**src/umr_regs.vh**
```
`ifndef UMR_REGS_VH
`define UMR_REGS_VH

// APB byte offsets; each register takes one aligned 32-bit word.
`define UMR_OFF_MODE_A 8'h00
`define UMR_OFF_STATUS_A 8'h04
`define UMR_OFF_COMMAND_A 8'h08
`define UMR_OFF_AUX_IPCHG 8'h10
`define UMR_OFF_INT 8'h14
`define UMR_OFF_CNT_UPPER 8'h18
`define UMR_OFF_CNT_LOWER 8'h1c
`define UMR_OFF_OUT_BITS 8'h20
`define UMR_OFF_VECTOR 8'h30
`define UMR_OFF_OUT_CONFIG 8'h34
`define UMR_OFF_OUT_SET 8'h38
`define UMR_OFF_OUT_CLEAR 8'h3c

// First mode register fields.
`define UMR_MR1_FLOW_BIT 7
`define UMR_MR1_RXINT_BIT 6
`define UMR_MR1_ERRMODE_BIT 5
`define UMR_MR1_PMODE_HI 4
`define UMR_MR1_PMODE_LO 3
`define UMR_MR1_PTYPE_BIT 2
`define UMR_MR1_BPC_HI 1
`define UMR_MR1_BPC_LO 0

// Parity mode encodings.
`define UMR_PAR_WITH 2'b00
`define UMR_PAR_FORCE 2'b01
`define UMR_PAR_NONE 2'b10
`define UMR_PAR_MULTI 2'b11

// Command register, upper nibble.
`define UMR_CMD_SET_PTR 4'h1
`define UMR_CMD_RX_RESET 4'h2
`define UMR_CMD_ERR_RESET 4'h4

// Auxiliary control fields.
`define UMR_ACR_BRG_BIT 7
`define UMR_ACR_CT_HI 6
`define UMR_ACR_CT_LO 4

// Interrupt status and mask bit positions.
`define UMR_ISR_IPCHG 7
`define UMR_ISR_BRK_B 6
`define UMR_ISR_RX_B 5
`define UMR_ISR_TX_B 4
`define UMR_ISR_CNT 3
`define UMR_ISR_BRK_A 2
`define UMR_ISR_RX_A 1
`define UMR_ISR_TX_A 0

// Output port configuration bit giving pin four to the receiver interrupt.
`define UMR_OUTPUT_PORT_CONFIG_PIN4_BIT 4

// Reset values.
`define UMR_RST_BYTE 8'h00
`define UMR_RST_WORD 32'h0000_0000

`endif

```
**src/umr_parity.v**
```verilog
`timescale 1ns/1ps
`default_nettype none
`include "umr_regs.vh"

module umr_parity #(
    parameter DATA_W = 8
) (
    // Character and mode
    input wire [DATA_W-1:0] data,
    input wire [1:0] bits_per_char,
    input wire [1:0] parity_mode,
    input wire parity_type,
    // Received parity position
    input wire rx_parity_bit,
    // Results
    output reg gen_enable,
    output reg gen_bit,
    output reg check_fault
);

    integer i;
    reg ones;

    always @* begin
        ones = 1'b0;
        for (i = 0; i < DATA_W; i = i + 1) begin
            if (i < 5 + bits_per_char) begin
                ones = ones ^ data[i];
            end
        end
        gen_enable = 1'b1;
        gen_bit = 1'b0;
        check_fault = 1'b0;
        case (parity_mode)
            // odd or even
            `UMR_PAR_WITH: begin
                gen_bit = ones ^ parity_type;
                check_fault = rx_parity_bit ^ gen_bit;
            end
            // forced polarity
            `UMR_PAR_FORCE: begin
                gen_bit = parity_type;
                check_fault = rx_parity_bit ^ gen_bit;
            end
            // address flag polarity
            `UMR_PAR_MULTI: begin
                gen_bit = parity_type;
            end
            // type bit ignored
            default: begin
                gen_enable = 1'b0;
            end
        endcase
    end

endmodule // umr_parity

`default_nettype wire

```
**src/umr_top.v**
```verilog
//
// Function
// Mode access uses a pointer; reset or set-pointer command selects first mode.
// Any first mode read or write moves the pointer to second mode.
// Flow request output follows output port bit zero.
// With flow enable, valid start bit while FIFO full negates the output.
// Auto negation leaves bit zero alone; reassert once a FIFO slot frees.
// Mode bit six picks char-available or FIFO-full as receiver interrupt.
// That selection also drives pin four when configured as interrupt.
// Character error mode shows errors of the top FIFO character only.
// Block error mode ORs errors of all top characters since reset-error.
// With or forced parity, transmitter adds parity and receiver checks it.
// Parity mode binary 11 selects multidrop mode.
// With parity, type bit selects odd or even for both directions.
// Forced parity, type bit is the fixed parity value.
// No parity, type bit has no effect.
// Multidrop, type bit sets the address/data flag polarity.
// Auxiliary bit seven selects baud rate set one or two.
// Software clears block errors by reset-error or receiver reset command.
// Interrupt output asserted when any status bit and its mask are set.
// Input change flags set on level change, cleared by reading them.
// Counter value is sixteen bits, upper and lower byte registers.
//
`timescale 1ns/1ps
`default_nettype none
`include "umr_regs.vh"

module umr_top #(
    parameter ADDR_W = 8,
    parameter DATA_W = 32,
    parameter IN_W = 4
) (
    // Clock and reset
    input wire pclk,
    input wire presetn,
    // APB slave
    input wire psel,
    input wire penable,
    input wire pwrite,
    input wire [ADDR_W-1:0] paddr,
    input wire [DATA_W-1:0] pwdata,
    output reg [DATA_W-1:0] prdata,
    output reg pready,
    output reg pslverr,
    // Receiver state from the serial datapath
    input wire rx_char_available,
    input wire receive_fifo_full,
    input wire rx_start_valid,
    input wire rx_top_load,
    input wire rx_top_framing_fault,
    input wire rx_top_parity_fault,
    input wire rx_top_break,
    input wire rx_overrun,
    input wire [7:0] rx_data,
    input wire rx_parity_bit,
    // Transmitter and other interrupt sources
    input wire tx_empty,
    input wire tx_ready_a,
    input wire tx_ready_b,
    input wire rx_int_b,
    input wire break_delta_a,
    input wire break_delta_b,
    input wire counter_ready,
    input wire [7:0] tx_data,
    // Change-detecting input pins
    input wire [IN_W-1:0] input_port,
    // Pins
    output reg rx_flow_request_out_n,
    output reg output_pin_four_n,
    output reg irq_n,
    // Configuration towards the datapath
    output reg baud_set_select,
    output reg [2:0] counter_mode,
    output reg [15:0] counter_preset,
    output reg [7:0] interrupt_vector,
    output reg [7:0] mode_first,
    output reg [7:0] chan_a_mode_second,
    output reg [7:0] output_port_bits,
    output reg multidrop_mode,
    output reg rx_reset_pulse,
    // Parity results
    output reg tx_parity_enable,
    output reg tx_parity_bit,
    output reg rx_parity_fault
);

    localparam PTR_FIRST = 1'b0;
    localparam PTR_SECOND = 1'b1;

    reg mr_ptr;
    reg [7:0] aux_control;
    reg [7:0] interrupt_mask;
    reg [7:0] output_port_config;
    reg [7:0] ct_upper;
    reg [7:0] ct_lower;
    reg [IN_W-1:0] in_prev;
    reg in_primed;
    reg [IN_W-1:0] in_delta;
    reg [2:0] err_acc;
    reg flow_hold;

    wire setup;
    wire wr_en;
    wire rd_en;
    wire [3:0] cmd_code;
    wire cmd_wr;
    wire err_clear;
    wire rx_int_sel;
    wire [2:0] err_view;
    wire [7:0] status_a;
    wire [7:0] input_change_status_view;
    wire [7:0] isr_view;
    wire [IN_W-1:0] in_change;
    wire par_en;
    wire par_bit;
    wire par_fault;
    reg [7:0] rd_byte;
    reg rd_hit;

    // The reply takes one wait state so that prdata comes from a flop.
    assign setup = psel & penable & ~pready;
    assign wr_en = setup & pwrite;
    assign rd_en = setup & ~pwrite;
    assign cmd_code = pwdata[7:4];
    assign cmd_wr = wr_en & (paddr == `UMR_OFF_COMMAND_A);
    // error reset commands
    assign err_clear = cmd_wr & ((cmd_code == `UMR_CMD_ERR_RESET) |
        (cmd_code == `UMR_CMD_RX_RESET));

    // receiver interrupt source
    assign rx_int_sel = mode_first[`UMR_MR1_RXINT_BIT] ? receive_fifo_full : rx_char_available;

    // per-character errors
    // accumulated errors
    assign err_view = mode_first[`UMR_MR1_ERRMODE_BIT] ? err_acc :
        {rx_top_break, rx_top_framing_fault, rx_top_parity_fault};

    assign status_a = {err_view, rx_overrun, tx_empty, tx_ready_a,
        receive_fifo_full, rx_char_available};

    assign input_change_status_view = {in_delta, in_prev};
    assign in_change = in_primed ? (input_port ^ in_prev) : {IN_W{1'b0}};

    assign isr_view = {
        |(in_delta & aux_control[IN_W-1:0]),
        break_delta_b,
        rx_int_b,
        tx_ready_b,
        counter_ready,
        break_delta_a,
        rx_int_sel,
        tx_ready_a
    };

    // parity for transmit data
    umr_parity #(
        .DATA_W(8)
    ) u_par_tx (
        .data(tx_data),
        .bits_per_char(mode_first[`UMR_MR1_BPC_HI:`UMR_MR1_BPC_LO]),
        .parity_mode(mode_first[`UMR_MR1_PMODE_HI:`UMR_MR1_PMODE_LO]),
        .parity_type(mode_first[`UMR_MR1_PTYPE_BIT]),
        .rx_parity_bit(1'b0),
        .gen_enable(par_en),
        .gen_bit(par_bit),
        .check_fault()
    );

    // parity check of received data
    umr_parity #(
        .DATA_W(8)
    ) u_par_rx (
        .data(rx_data),
        .bits_per_char(mode_first[`UMR_MR1_BPC_HI:`UMR_MR1_BPC_LO]),
        .parity_mode(mode_first[`UMR_MR1_PMODE_HI:`UMR_MR1_PMODE_LO]),
        .parity_type(mode_first[`UMR_MR1_PTYPE_BIT]),
        .rx_parity_bit(rx_parity_bit),
        .gen_enable(),
        .gen_bit(),
        .check_fault(par_fault)
    );

    // Read data selection; aux control and interrupt mask share addresses with read registers, other write-only ones read as zero.
    always @* begin
        rd_byte = `UMR_RST_BYTE;
        rd_hit = 1'b1;
        case (paddr)
            `UMR_OFF_MODE_A: rd_byte = (mr_ptr == PTR_FIRST) ? mode_first : chan_a_mode_second;
            `UMR_OFF_STATUS_A: rd_byte = status_a;
            `UMR_OFF_AUX_IPCHG: rd_byte = input_change_status_view;
            `UMR_OFF_INT: rd_byte = isr_view;
            `UMR_OFF_CNT_UPPER: rd_byte = ct_upper;
            `UMR_OFF_CNT_LOWER: rd_byte = ct_lower;
            `UMR_OFF_OUT_BITS: rd_byte = output_port_bits;
            `UMR_OFF_VECTOR: rd_byte = interrupt_vector;
            `UMR_OFF_COMMAND_A, `UMR_OFF_OUT_CONFIG: rd_byte = `UMR_RST_BYTE;
            `UMR_OFF_OUT_SET, `UMR_OFF_OUT_CLEAR: rd_byte = `UMR_RST_BYTE;
            default: rd_hit = 1'b0;
        endcase
    end

    // APB reply.
    always @(posedge pclk or negedge presetn) begin
        if (!presetn) begin
            pready <= 1'b0;
            pslverr <= 1'b0;
            prdata <= `UMR_RST_WORD;
        end else begin
            pready <= setup;
            pslverr <= setup & ~rd_hit;
            if (rd_en) begin
                prdata <= {24'h00_0000, rd_byte};
            end else begin
                prdata <= `UMR_RST_WORD;
            end
        end
    end

    // Mode pointer and mode registers.
    always @(posedge pclk or negedge presetn) begin
        if (!presetn) begin
            mr_ptr <= PTR_FIRST;
            mode_first <= `UMR_RST_BYTE;
            chan_a_mode_second <= `UMR_RST_BYTE;
        end else begin
            if (setup & (paddr == `UMR_OFF_MODE_A)) begin
                if (mr_ptr == PTR_FIRST) begin
                    if (pwrite) begin
                        mode_first <= pwdata[7:0];
                    end
                    // advance after access
                    mr_ptr <= PTR_SECOND;
                end else if (pwrite) begin
                    chan_a_mode_second <= pwdata[7:0];
                end
            end
            // set-pointer command
            if (cmd_wr & (cmd_code == `UMR_CMD_SET_PTR)) begin
                mr_ptr <= PTR_FIRST;
            end
        end
    end

    // Control registers and output port bits.
    always @(posedge pclk or negedge presetn) begin
        if (!presetn) begin
            aux_control <= `UMR_RST_BYTE;
            interrupt_mask <= `UMR_RST_BYTE;
            output_port_config <= `UMR_RST_BYTE;
            ct_upper <= `UMR_RST_BYTE;
            ct_lower <= `UMR_RST_BYTE;
            interrupt_vector <= `UMR_RST_BYTE;
            output_port_bits <= `UMR_RST_BYTE;
        end else if (wr_en) begin
            case (paddr)
                `UMR_OFF_AUX_IPCHG: aux_control <= pwdata[7:0];
                `UMR_OFF_INT: interrupt_mask <= pwdata[7:0];
                // counter bytes
                `UMR_OFF_CNT_UPPER: ct_upper <= pwdata[7:0];
                `UMR_OFF_CNT_LOWER: ct_lower <= pwdata[7:0];
                `UMR_OFF_VECTOR: interrupt_vector <= pwdata[7:0];
                `UMR_OFF_OUT_CONFIG: output_port_config <= pwdata[7:0];
                `UMR_OFF_OUT_SET: output_port_bits <= output_port_bits | pwdata[7:0];
                `UMR_OFF_OUT_CLEAR: output_port_bits <= output_port_bits & ~pwdata[7:0];
                default: output_port_bits <= output_port_bits;
            endcase
        end
    end

    // Input change detection; the first sample after reset only primes.
    always @(posedge pclk or negedge presetn) begin
        if (!presetn) begin
            in_prev <= {IN_W{1'b0}};
            in_primed <= 1'b0;
            in_delta <= {IN_W{1'b0}};
        end else begin
            in_prev <= input_port;
            in_primed <= 1'b1;
            // set wins over read clear
            if (rd_en & (paddr == `UMR_OFF_AUX_IPCHG)) begin
                in_delta <= in_change;
            end else begin
                in_delta <= in_delta | in_change;
            end
        end
    end

    // Block error accumulation; a new top character wins over a clear.
    always @(posedge pclk or negedge presetn) begin
        if (!presetn) begin
            err_acc <= 3'b000;
        end else begin
            // accumulate or clear
            if (rx_top_load) begin
                err_acc <= (err_clear ? 3'b000 : err_acc) |
                    {rx_top_break, rx_top_framing_fault, rx_top_parity_fault};
            end else if (err_clear) begin
                err_acc <= 3'b000;
            end
        end
    end

    // Receiver flow hold; releasing as soon as the FIFO has room.
    always @(posedge pclk or negedge presetn) begin
        if (!presetn) begin
            flow_hold <= 1'b0;
        end else begin
            // negate on start bit when full
            if (mode_first[`UMR_MR1_FLOW_BIT] & rx_start_valid & receive_fifo_full) begin
                flow_hold <= 1'b1;
            // reassert when not full
            end else if (~receive_fifo_full) begin
                flow_hold <= 1'b0;
            end
        end
    end

    // Registered outputs. Pin levels are the inverse of the asserted state.
    always @(posedge pclk or negedge presetn) begin
        if (!presetn) begin
            rx_flow_request_out_n <= 1'b1;
            output_pin_four_n <= 1'b1;
            irq_n <= 1'b1;
            baud_set_select <= 1'b0;
            counter_mode <= 3'b000;
            counter_preset <= 16'h0000;
            multidrop_mode <= 1'b0;
            rx_reset_pulse <= 1'b0;
            tx_parity_enable <= 1'b0;
            tx_parity_bit <= 1'b0;
            rx_parity_fault <= 1'b0;
        end else begin
            // follow bit zero
            // bit zero untouched by hold
            rx_flow_request_out_n <= ~(output_port_bits[0] & ~flow_hold);
            // pin four as interrupt
            if (output_port_config[`UMR_OUTPUT_PORT_CONFIG_PIN4_BIT]) begin
                output_pin_four_n <= ~rx_int_sel;
            end else begin
                output_pin_four_n <= ~output_port_bits[4];
            end
            // masked interrupt
            irq_n <= ~|(isr_view & interrupt_mask);
            // baud set select
            baud_set_select <= aux_control[`UMR_ACR_BRG_BIT];
            counter_mode <= aux_control[`UMR_ACR_CT_HI:`UMR_ACR_CT_LO];
            // sixteen bit value
            counter_preset <= {ct_upper, ct_lower};
            // multidrop select
            multidrop_mode <= (mode_first[`UMR_MR1_PMODE_HI:`UMR_MR1_PMODE_LO] ==
                `UMR_PAR_MULTI);
            rx_reset_pulse <= cmd_wr & (cmd_code == `UMR_CMD_RX_RESET);
            // add and check parity
            tx_parity_enable <= par_en;
            tx_parity_bit <= par_bit;
            rx_parity_fault <= par_fault;
        end
    end

endmodule // umr_top

`default_nettype wire

```
**config.mk**
```make
export PLATFORM = sky130hd
export DESIGN_NAME = umr_top
export DESIGN_NICKNAME = d
export VERILOG_FILES = /design/src/umr_parity.v /design/src/umr_top.v
export VERILOG_INCLUDE_DIRS = /design/src
export SDC_FILE = /design/constraint.sdc
export NUM_CORES = 1
export LEC_CHECK = 0
export ABC_AREA = 0
export CORE_ASPECT_RATIO = 2
export CORE_MARGIN = 3
export CORE_UTILIZATION = 68
export DETAILED_ROUTE_END_ITERATION = 10
export DONT_BUFFER_PORTS = 1
export GPL_ROUTABILITY_DRIVEN = 0
export PLACE_DENSITY = 0.93
export SYNTH_ARGS = -nofsm -noshare
export SYNTH_HDL_FRONTEND = slang
export SYNTH_SLANG_ARGS = --single-unit
```
**constraint.sdc**
```tcl
create_clock -name pclk -period 2.8 [get_ports pclk]
set_input_delay 0.7 -clock pclk [delete_from_list [all_inputs] [get_ports pclk]]
set_output_delay 0.7 -clock pclk [all_outputs]
set_load 0.01 [all_outputs]
```
==> impl_metrics.py, run 1 <==
metrics = {
    "run_status": {
        "status": "finished with violations",
        "failed_checks": "hold timing",
    },
    "pwr": {
        "clock_power_share": 0.534,
        "irDropWorstVdd_uv": 552,
        "p_sw_mw": 0.837,
        "power.density_nw_per_um2": 682,
        "total_power_mw": 4.05,
        "power_frac_seq": 0.431,
        "p_sw_frac": 0.207,
        "leakagePower_nw": 2.82,
        "comb_power_share": 0.034,
        "internal-power_mw": 3.21,
    },
    "clock_network": {
        "post_cts_buffers": 0,
        "clkLatencyLatePin_ns": 0.42,
        "cts_resized": 0,
        "cts_buffers": 17,
        "clk_pin_slew_ns": 0.05,
        "clkSinkCount": 117,
        "h-tree-depth": 4,
        "tritoncts": "done",
        "cts_buffer_depth": 2,
        "root_buffer": "clkbuf_16",
    },
    "grt": {
        "grt_first_pass_wirelength_um": 22000,
        "grt_util_all_layers": 0.348,
        "antenna_found_initial": 0,
        "grt_max_degree": 118,
        "grt_pass1_vias": 4000,
        "grt_overflow_total": 0,
    },
    "yosys": {
        "synth_mux_area_frac": 0.184,
        "synth_flop_cell": "dfrtp_1",
        "yosys.area.top_type": "dfrtp_1",
        "synth_cell_type_count": 48,
        "ys.warnings.count": 0,
        "synth_seq_cells": 117,
        "async_flop_share": 1.00,
        "synth_area_um2": 5340,
        "seq_area_frac_synth": 0.549,
        "synth_compound_area_frac": 0.0818,
        "synth_fa_ha_area_frac": 0,
        "synthSimpleGateAreaFrac": 0.0928,
        "synth_top_family_by_area": "multiplexers",
        "synth_top_area_frac": 0.534,
        "syn_avg_cell_area_um2": 12.3,
        "ys_top_cells_by_area": "dfrtp_1, mux2_2, mux2i_1",
        "netlist_instances": 435,
        "synth_edf_count": 0,
        "synthXorXnorAreaFrac": 0.0314,
    },
    "critical_path": {
        "path_depth": 7,
        "reg2reg_depth": 7,
        "cp_common_cell": "nand2_1",
        "critPathLaunchType": "register",
        "slowest_stage": "nor3_1",
        "r2r_start": "pready$_DFF_PN0_",
        "cp_top_family": "simple AND/OR/NAND/NOR gates",
        "crit_arrival_ns": 2.68,
        "crit_required_ns": 3.13,
        "crit_type": "register to register",
        "max_stage_delay_ns": 0.67,
        "worstSetupEndpointType": "register",
        "worstPathMaxFanout": 5,
        "rrSetupSlack_ns": 0.45,
        "critPathBufInv": 2,
        "crit_chain": "nand3b_1 -> inv_1 -> nand2_1 -> nor3_1 -> buf_4 -> nand2_1 -> mux2i_1",
    },
    "timing": {
        "max_freq_mhz": 426,
        "rsz0062_at_grt": "no",
        "timing.final.crit_share": 0.838,
        "hold_violations": 28,
        "setup_viol": 0,
        "clock_skew_ns": 0.00916,
        "slew_headroom": 0.467,
        "max_slew.worst_pin.slew_ns": 0.794,
        "final.setup.tns_ns": 0,
        "min_period_ns": 2.35,
        "final_max_slew_viol_count": 0,
        "hold_slack_ns": -0.0247,
    },
    "placed_design": {
        "dp_hpwl_um": 9780,
        "port-buffer-count": 0,
    },
    "route": {
        "ant_nets": 0,
        "drt-pass1-iter-count": 6,
        "avgViaCountPerCell": 6.86,
        "drt_iter0_markers": 418,
        "vias": 3781,
        "wire_per_inst_um": 26.3,
        "drc_errors": 0,
        "drt-total-wl_um": 14500,
    },
    "die": {
        "die_width_um": 68.7,
        "pin_count": 175,
        "die_h_um": 131,
        "num_rows": 45,
        "core_um2": 7600,
        "die-area_um2": 9020,
        "initial_core_util": 0.703,
    },
    "cells_and_area": {
        "layout_commonest_cell": "dfrtp_1",
        "multi_input_area_um2": 2180,
        "regArea_um2": 2930,
        "area_growth_pct": 11.1,
        "drive_gt1_frac": 0.232,
        "n_antenna_cell": 0,
        "final_util": 0.781,
        "fillCellCount": 447,
        "final_nets": 526,
        "most-common-layout-cells": "dfrtp_1, mux2_2, nand2_1, mux2i_1, conb_1",
    },
    "hold_path": {
        "min_path_type": "input port to asynchronous set/reset pin",
    },
    "flow_run": {
        "maxCapViolCount": 0,
    },
}
kinds of logic (layout without fill, tap and decap cells):
family                 after synthesis  after routing
multiplexers                        88             88
AO/OA/AOI/OAI                       66             66
XOR/XNOR                            16             16
AND/OR/NAND/NOR                     93             93
buffers and inverters               53             52
other                                2             25
flip-flops                         117            117
cell usage after synthesis (all sizes together) (4+ instances only):
master and instances:
dfrtp 114, mux2 59, nand2 34, buf 30, mux2i 29, o21ai 19, nor2 16, clkbuf 12
inv 11, a22oi 10, nor3 10, nand3 9, a21oi 8, a22o 8, a31oi 7, xnor2 7
xor2 7, nor4b 4
through the flow:
| step | instance area [um2] | std cells | setup slack (ns) |
|---|---|---|---|
| after floorplan | 5430 | 458 | 0.403 |
| after global placement | 5340 | 520 | 0.242 |
| after detailed placement | 5340 | 520 | 0.192 |
| after CTS | 5930 | 551 | 0.566 |
| after global routing | 5930 | 551 | 0.428 |
| final | 5930 | 551 | 0.454 |
flip-flops by register name, summed over array words and instances (netlist names), 3 cells and up, named ones only:
register            count
aux_control             8
chan_a_mode_second      8
counter_mode            3
counter_preset         16
ct_lower                8
ct_upper                8
err_acc                 3
in_delta                4
in_prev                 4
interrupt_mask          8
interrupt_vector        8
mode_first              8
prdata                  8
worst max-delay path by stage:
stage,start,endpoint,slack (ns)
6_report,pready$_DFF_PN0_,register,0.45
3_3_place_gp,paddr[4],chan_a_mode_second[2]$_DFFE_PN0P_,0.24
3_5_place_dp,paddr[4],chan_a_mode_second[2]$_DFFE_PN0P_,0.19
4_1_cts,paddr[4],chan_a_mode_second[2]$_DFFE_PN0P_,0.57
2_1_floorplan,paddr[5],ct_lower[0]$_DFFE_PN0P_,0.40
5_1_grt,pready$_DFF_PN0_,register,0.43
power groups by stage:
stage / clock (mW) / combinational (mW) / sequential [mW]
2_1_floorplan: 0 / 0.153 / 1.76
3_3_place_gp: 0 / 0.126 / 1.77
3_5_place_dp: 0 / 0.131 / 1.77
4_1_cts: 2.18 / 0.135 / 1.75
5_1_grt: 2.27 / 0.149 / 1.75
6_report: 2.16 / 0.138 / 1.75
layout make-up:
| cell class | instances | area share |
|---|---|---|
| sequential | 117 | 0.494 |
| clock inverter | 10 | 0.0219 |
| inverter | 11 | 0.00696 |
| timing repair buffer | 10 | 0.0127 |
| multi-input combinational | 288 | 0.367 |
| tap | 94 | 0.0198 |
| clock buffer | 21 | 0.0776 |
metal layers:
metal / routed length, um / global-route usage
met5: 0 / 0
met4: 1120 / 0.229
met3: 1610 / 0.173
met2: 7270 / 0.532
met1: 4500 / 0.359
worst reg2reg max path, stage by stage, from the launching register on:
cell and delay [ns]:
dfrtp_1 0.41, nand3b_1 0.27, inv_1 0.16, nand2_1 0.20, nor3_1 0.67, buf_4 0.26, nand2_1 0.10, mux2i_1 0.19
Note: power is estimated with default switching activity, not from simulation.
==> run 2, diff against run 1 <==
--- a/config.mk
+++ b/config.mk
@@ -9,11 +9,11 @@
 export ABC_AREA = 0
 export CORE_ASPECT_RATIO = 2
 export CORE_MARGIN = 3
-export CORE_UTILIZATION = 68
+export CORE_UTILIZATION = 57
 export DETAILED_ROUTE_END_ITERATION = 10
 export DONT_BUFFER_PORTS = 1
 export GPL_ROUTABILITY_DRIVEN = 0
-export PLACE_DENSITY = 0.93
+export PLACE_DENSITY = 0.84
 export SYNTH_ARGS = -nofsm -noshare
 export SYNTH_HDL_FRONTEND = slang
 export SYNTH_SLANG_ARGS = --single-unit
==> constraint.sdc (replaced) <==
create_clock -name pclk -period 1.9 [get_ports pclk]
set_input_delay 0.475 -clock pclk [delete_from_list [all_inputs] [get_ports pclk]]
set_output_delay 0.475 -clock pclk [all_outputs]
set_load 0.01 [all_outputs]
==> run 2 against run 1 <==
- the run still ends with hold timing left
- first-iteration DRC count fell by 27%
- sequential cell count is the same
- register-to-register slack lost 0.42 ns
- routed wire length fell by 5.2%
- combinational power rose by 59%
- non-clock buffer count up 19
- total power is 45% higher
- critical path type unchanged
- largest cell class unchanged
- highest routed layer unchanged
==> impl_metrics.py, run 2 (same netlist as run 1, synthesis figures left out) <==
metrics = {
    "cells_and_area": {
        "final_nets": 545,
        "area_growth_pct": 15.6,
        "largest_reg_flops": 16,
        "final_cells": 578,
        "top_register": "counter_preset",
        "n_antenna_cell": 0,
        "final_util": 0.681,
        "multi_input_area_um2": 2250,
        "fillCellCount": 627,
        "layout_commonest_cell": "dfrtp_1",
        "drive_gt1_frac": 0.273,
        "most-common-layout-cells": "dfrtp_1, mux2_2, nand2_1, mux2i_1, buf_4",
        "regArea_um2": 2930,
    },
    "clock_network": {
        "tritoncts": "done",
        "clkSinkCount": 117,
        "h-tree-depth": 4,
        "root_buffer": "clkbuf_16",
        "cts_buffer_depth": 2,
        "clkLatencyLatePin_ns": 0.42,
        "clk_pin_slew_ns": 0.05,
        "cts_buffers": 17,
    },
    "timing": {
        "hold_violations": 116,
        "setup_ws_ns": 0.0368,
        "final_max_slew_viol_count": 0,
        "rsz0062_at_grt": "no",
        "slew_headroom": 0.628,
        "timing.final.crit_share": 0.981,
        "setup_viol": 0,
        "clock_skew_ns": 0.00733,
        "min_period_ns": 1.86,
        "max_freq_mhz": 537,
        "hold_slack_ns": -0.244,
        "max_slew.worst_pin.slew_ns": 0.552,
    },
    "die": {
        "core_um2": 9070,
        "die_h_um": 143,
        "initial_core_util": 0.589,
        "pin_count": 175,
        "num_rows": 49,
        "die_width_um": 74.4,
        "die-area_um2": 10600,
    },
    "critical_path": {
        "critPathLaunchType": "register",
        "cp_common_cell": "buf_4",
        "crit_arrival_ns": 2.16,
        "max_stage_delay_ns": 0.36,
        "critPathBufInv": 3,
        "crit_required_ns": 2.20,
        "crit_chain": "nand3b_1 -> inv_1 -> nand2_1 -> buf_4 -> nor3_4 -> buf_4 -> mux2_4",
        "cp_top_family": "simple AND/OR/NAND/NOR gates",
        "crit_type": "register to register",
        "worstSetupEndpointType": "register",
        "worstPathMaxFanout": 4,
        "slowest_stage": "dfrtp_1",
    },
    "grt": {
        "grt_pass1_vias": 3815,
        "grt_overflow_total": 0,
        "grt_util_all_layers": 0.273,
        "antenna_found_initial": 0,
        "grt_first_pass_wirelength_um": 20700,
        "grt_max_degree": 118,
    },
    "placed_design": {
        "dp_hpwl_um": 10000,
        "pre_cts_ws_ns": -0.280,
        "port-buffer-count": 0,
        "numPlacedInstances": 547,
    },
    "route": {
        "drt-pass1-iter-count": 4,
        "wire_per_inst_um": 23.8,
        "drc_errors": 0,
        "drt_iter0_markers": 304,
        "avgViaCountPerCell": 6.26,
        "drt-total-wl_um": 13700,
        "vias": 3621,
        "ant_nets": 0,
    },
    "pwr": {
        "leakagePower_nw": 2.94,
        "irDropWorstVdd_uv": 828,
        "power.density_nw_per_um2": 950,
    },
    "run_status": {
        "status": "finished with violations",
        "failed_checks": "hold timing",
    },
    "flow_run": {
        "maxCapViolCount": 0,
    },
    "hold_path": {
        "min_path_type": "input port to asynchronous set/reset pin",
    },
}
-- run 2: worst paths after layout --
path,from,end,slack (ns),depth (start not counted)
max,pready$_DFF_PN0_,interrupt_vector[6]$_DFFE_PN0P_,0.04,7
min,presetn,mode_first[2]$_DFFE_PN0P_,-0.24,0
max reg2reg,pready$_DFF_PN0_,interrupt_vector[6]$_DFFE_PN0P_,0.04,7
min reg2reg,aux_control[7]$_DFFE_PN0P_,baud_set_select$_DFF_PN0_,0.37,0
max in group asynchronous,presetn,output_pin_four_n$_DFF_PN1_,1.87,0
min in group pclk,input_port[1],in_prev[1]$_DFF_PN0_,0.09,0
-- run 2: layer usage --
metal / GRT usage / part of all wire / vias up / wire (um)
met3: 0.106 / 0.095 / 43 / 1300
li1: - / - / 1558 / -
met1: 0.284 / 0.34 / 1806 / 4610
met5: 0 / 0 / - / 0
met2: 0.450 / 0.52 / 214 / 7140
met4: 0.166 / 0.050 / 0 / 690
-- run 2: metrics by stage --
stage               setup TNS, ns  total power, mW  instance area (um2)
finish                          0             5.87                 6170
global route                    0             6.04                 6170
CTS                             0             5.90                 6170
detailed placement          -8.19             2.83                 5590
global placement            -6.93             2.82                 5590
floorplan                   -4.87             2.83                 5500
-- run 2: layout make-up --
| class | count | share of cell area |
|---|---|---|
| inverter | 11 | 0.00669 |
| sequential | 117 | 0.475 |
| clock buffer | 22 | 0.0768 |
| multi-input combinational | 288 | 0.365 |
| clock inverter | 9 | 0.0166 |
| timing repair buffer | 29 | 0.0393 |
| tap | 102 | 0.0207 |
-- run 2: worst reg2reg max path, delay by kind of cell, from the launching register on --
kind | cells | cell delay [ns]
simple gates | 3 | 0.61
mux | 1 | 0.29
flops | 1 | 0.36
buf+inv | 3 | 0.49
-- run 2: what timing repair did --
action	in CTS	in global routing
setup endpoints to repair	0	14
gates resized for setup	0	4
hold endpoints to repair	117	117
setup buffers	0	0
-- run 2: power by group --
part           switching, mW  internal [mW]
Sequential            0.0392           2.53
Combinational          0.108          0.112
Clock                   1.06           2.01
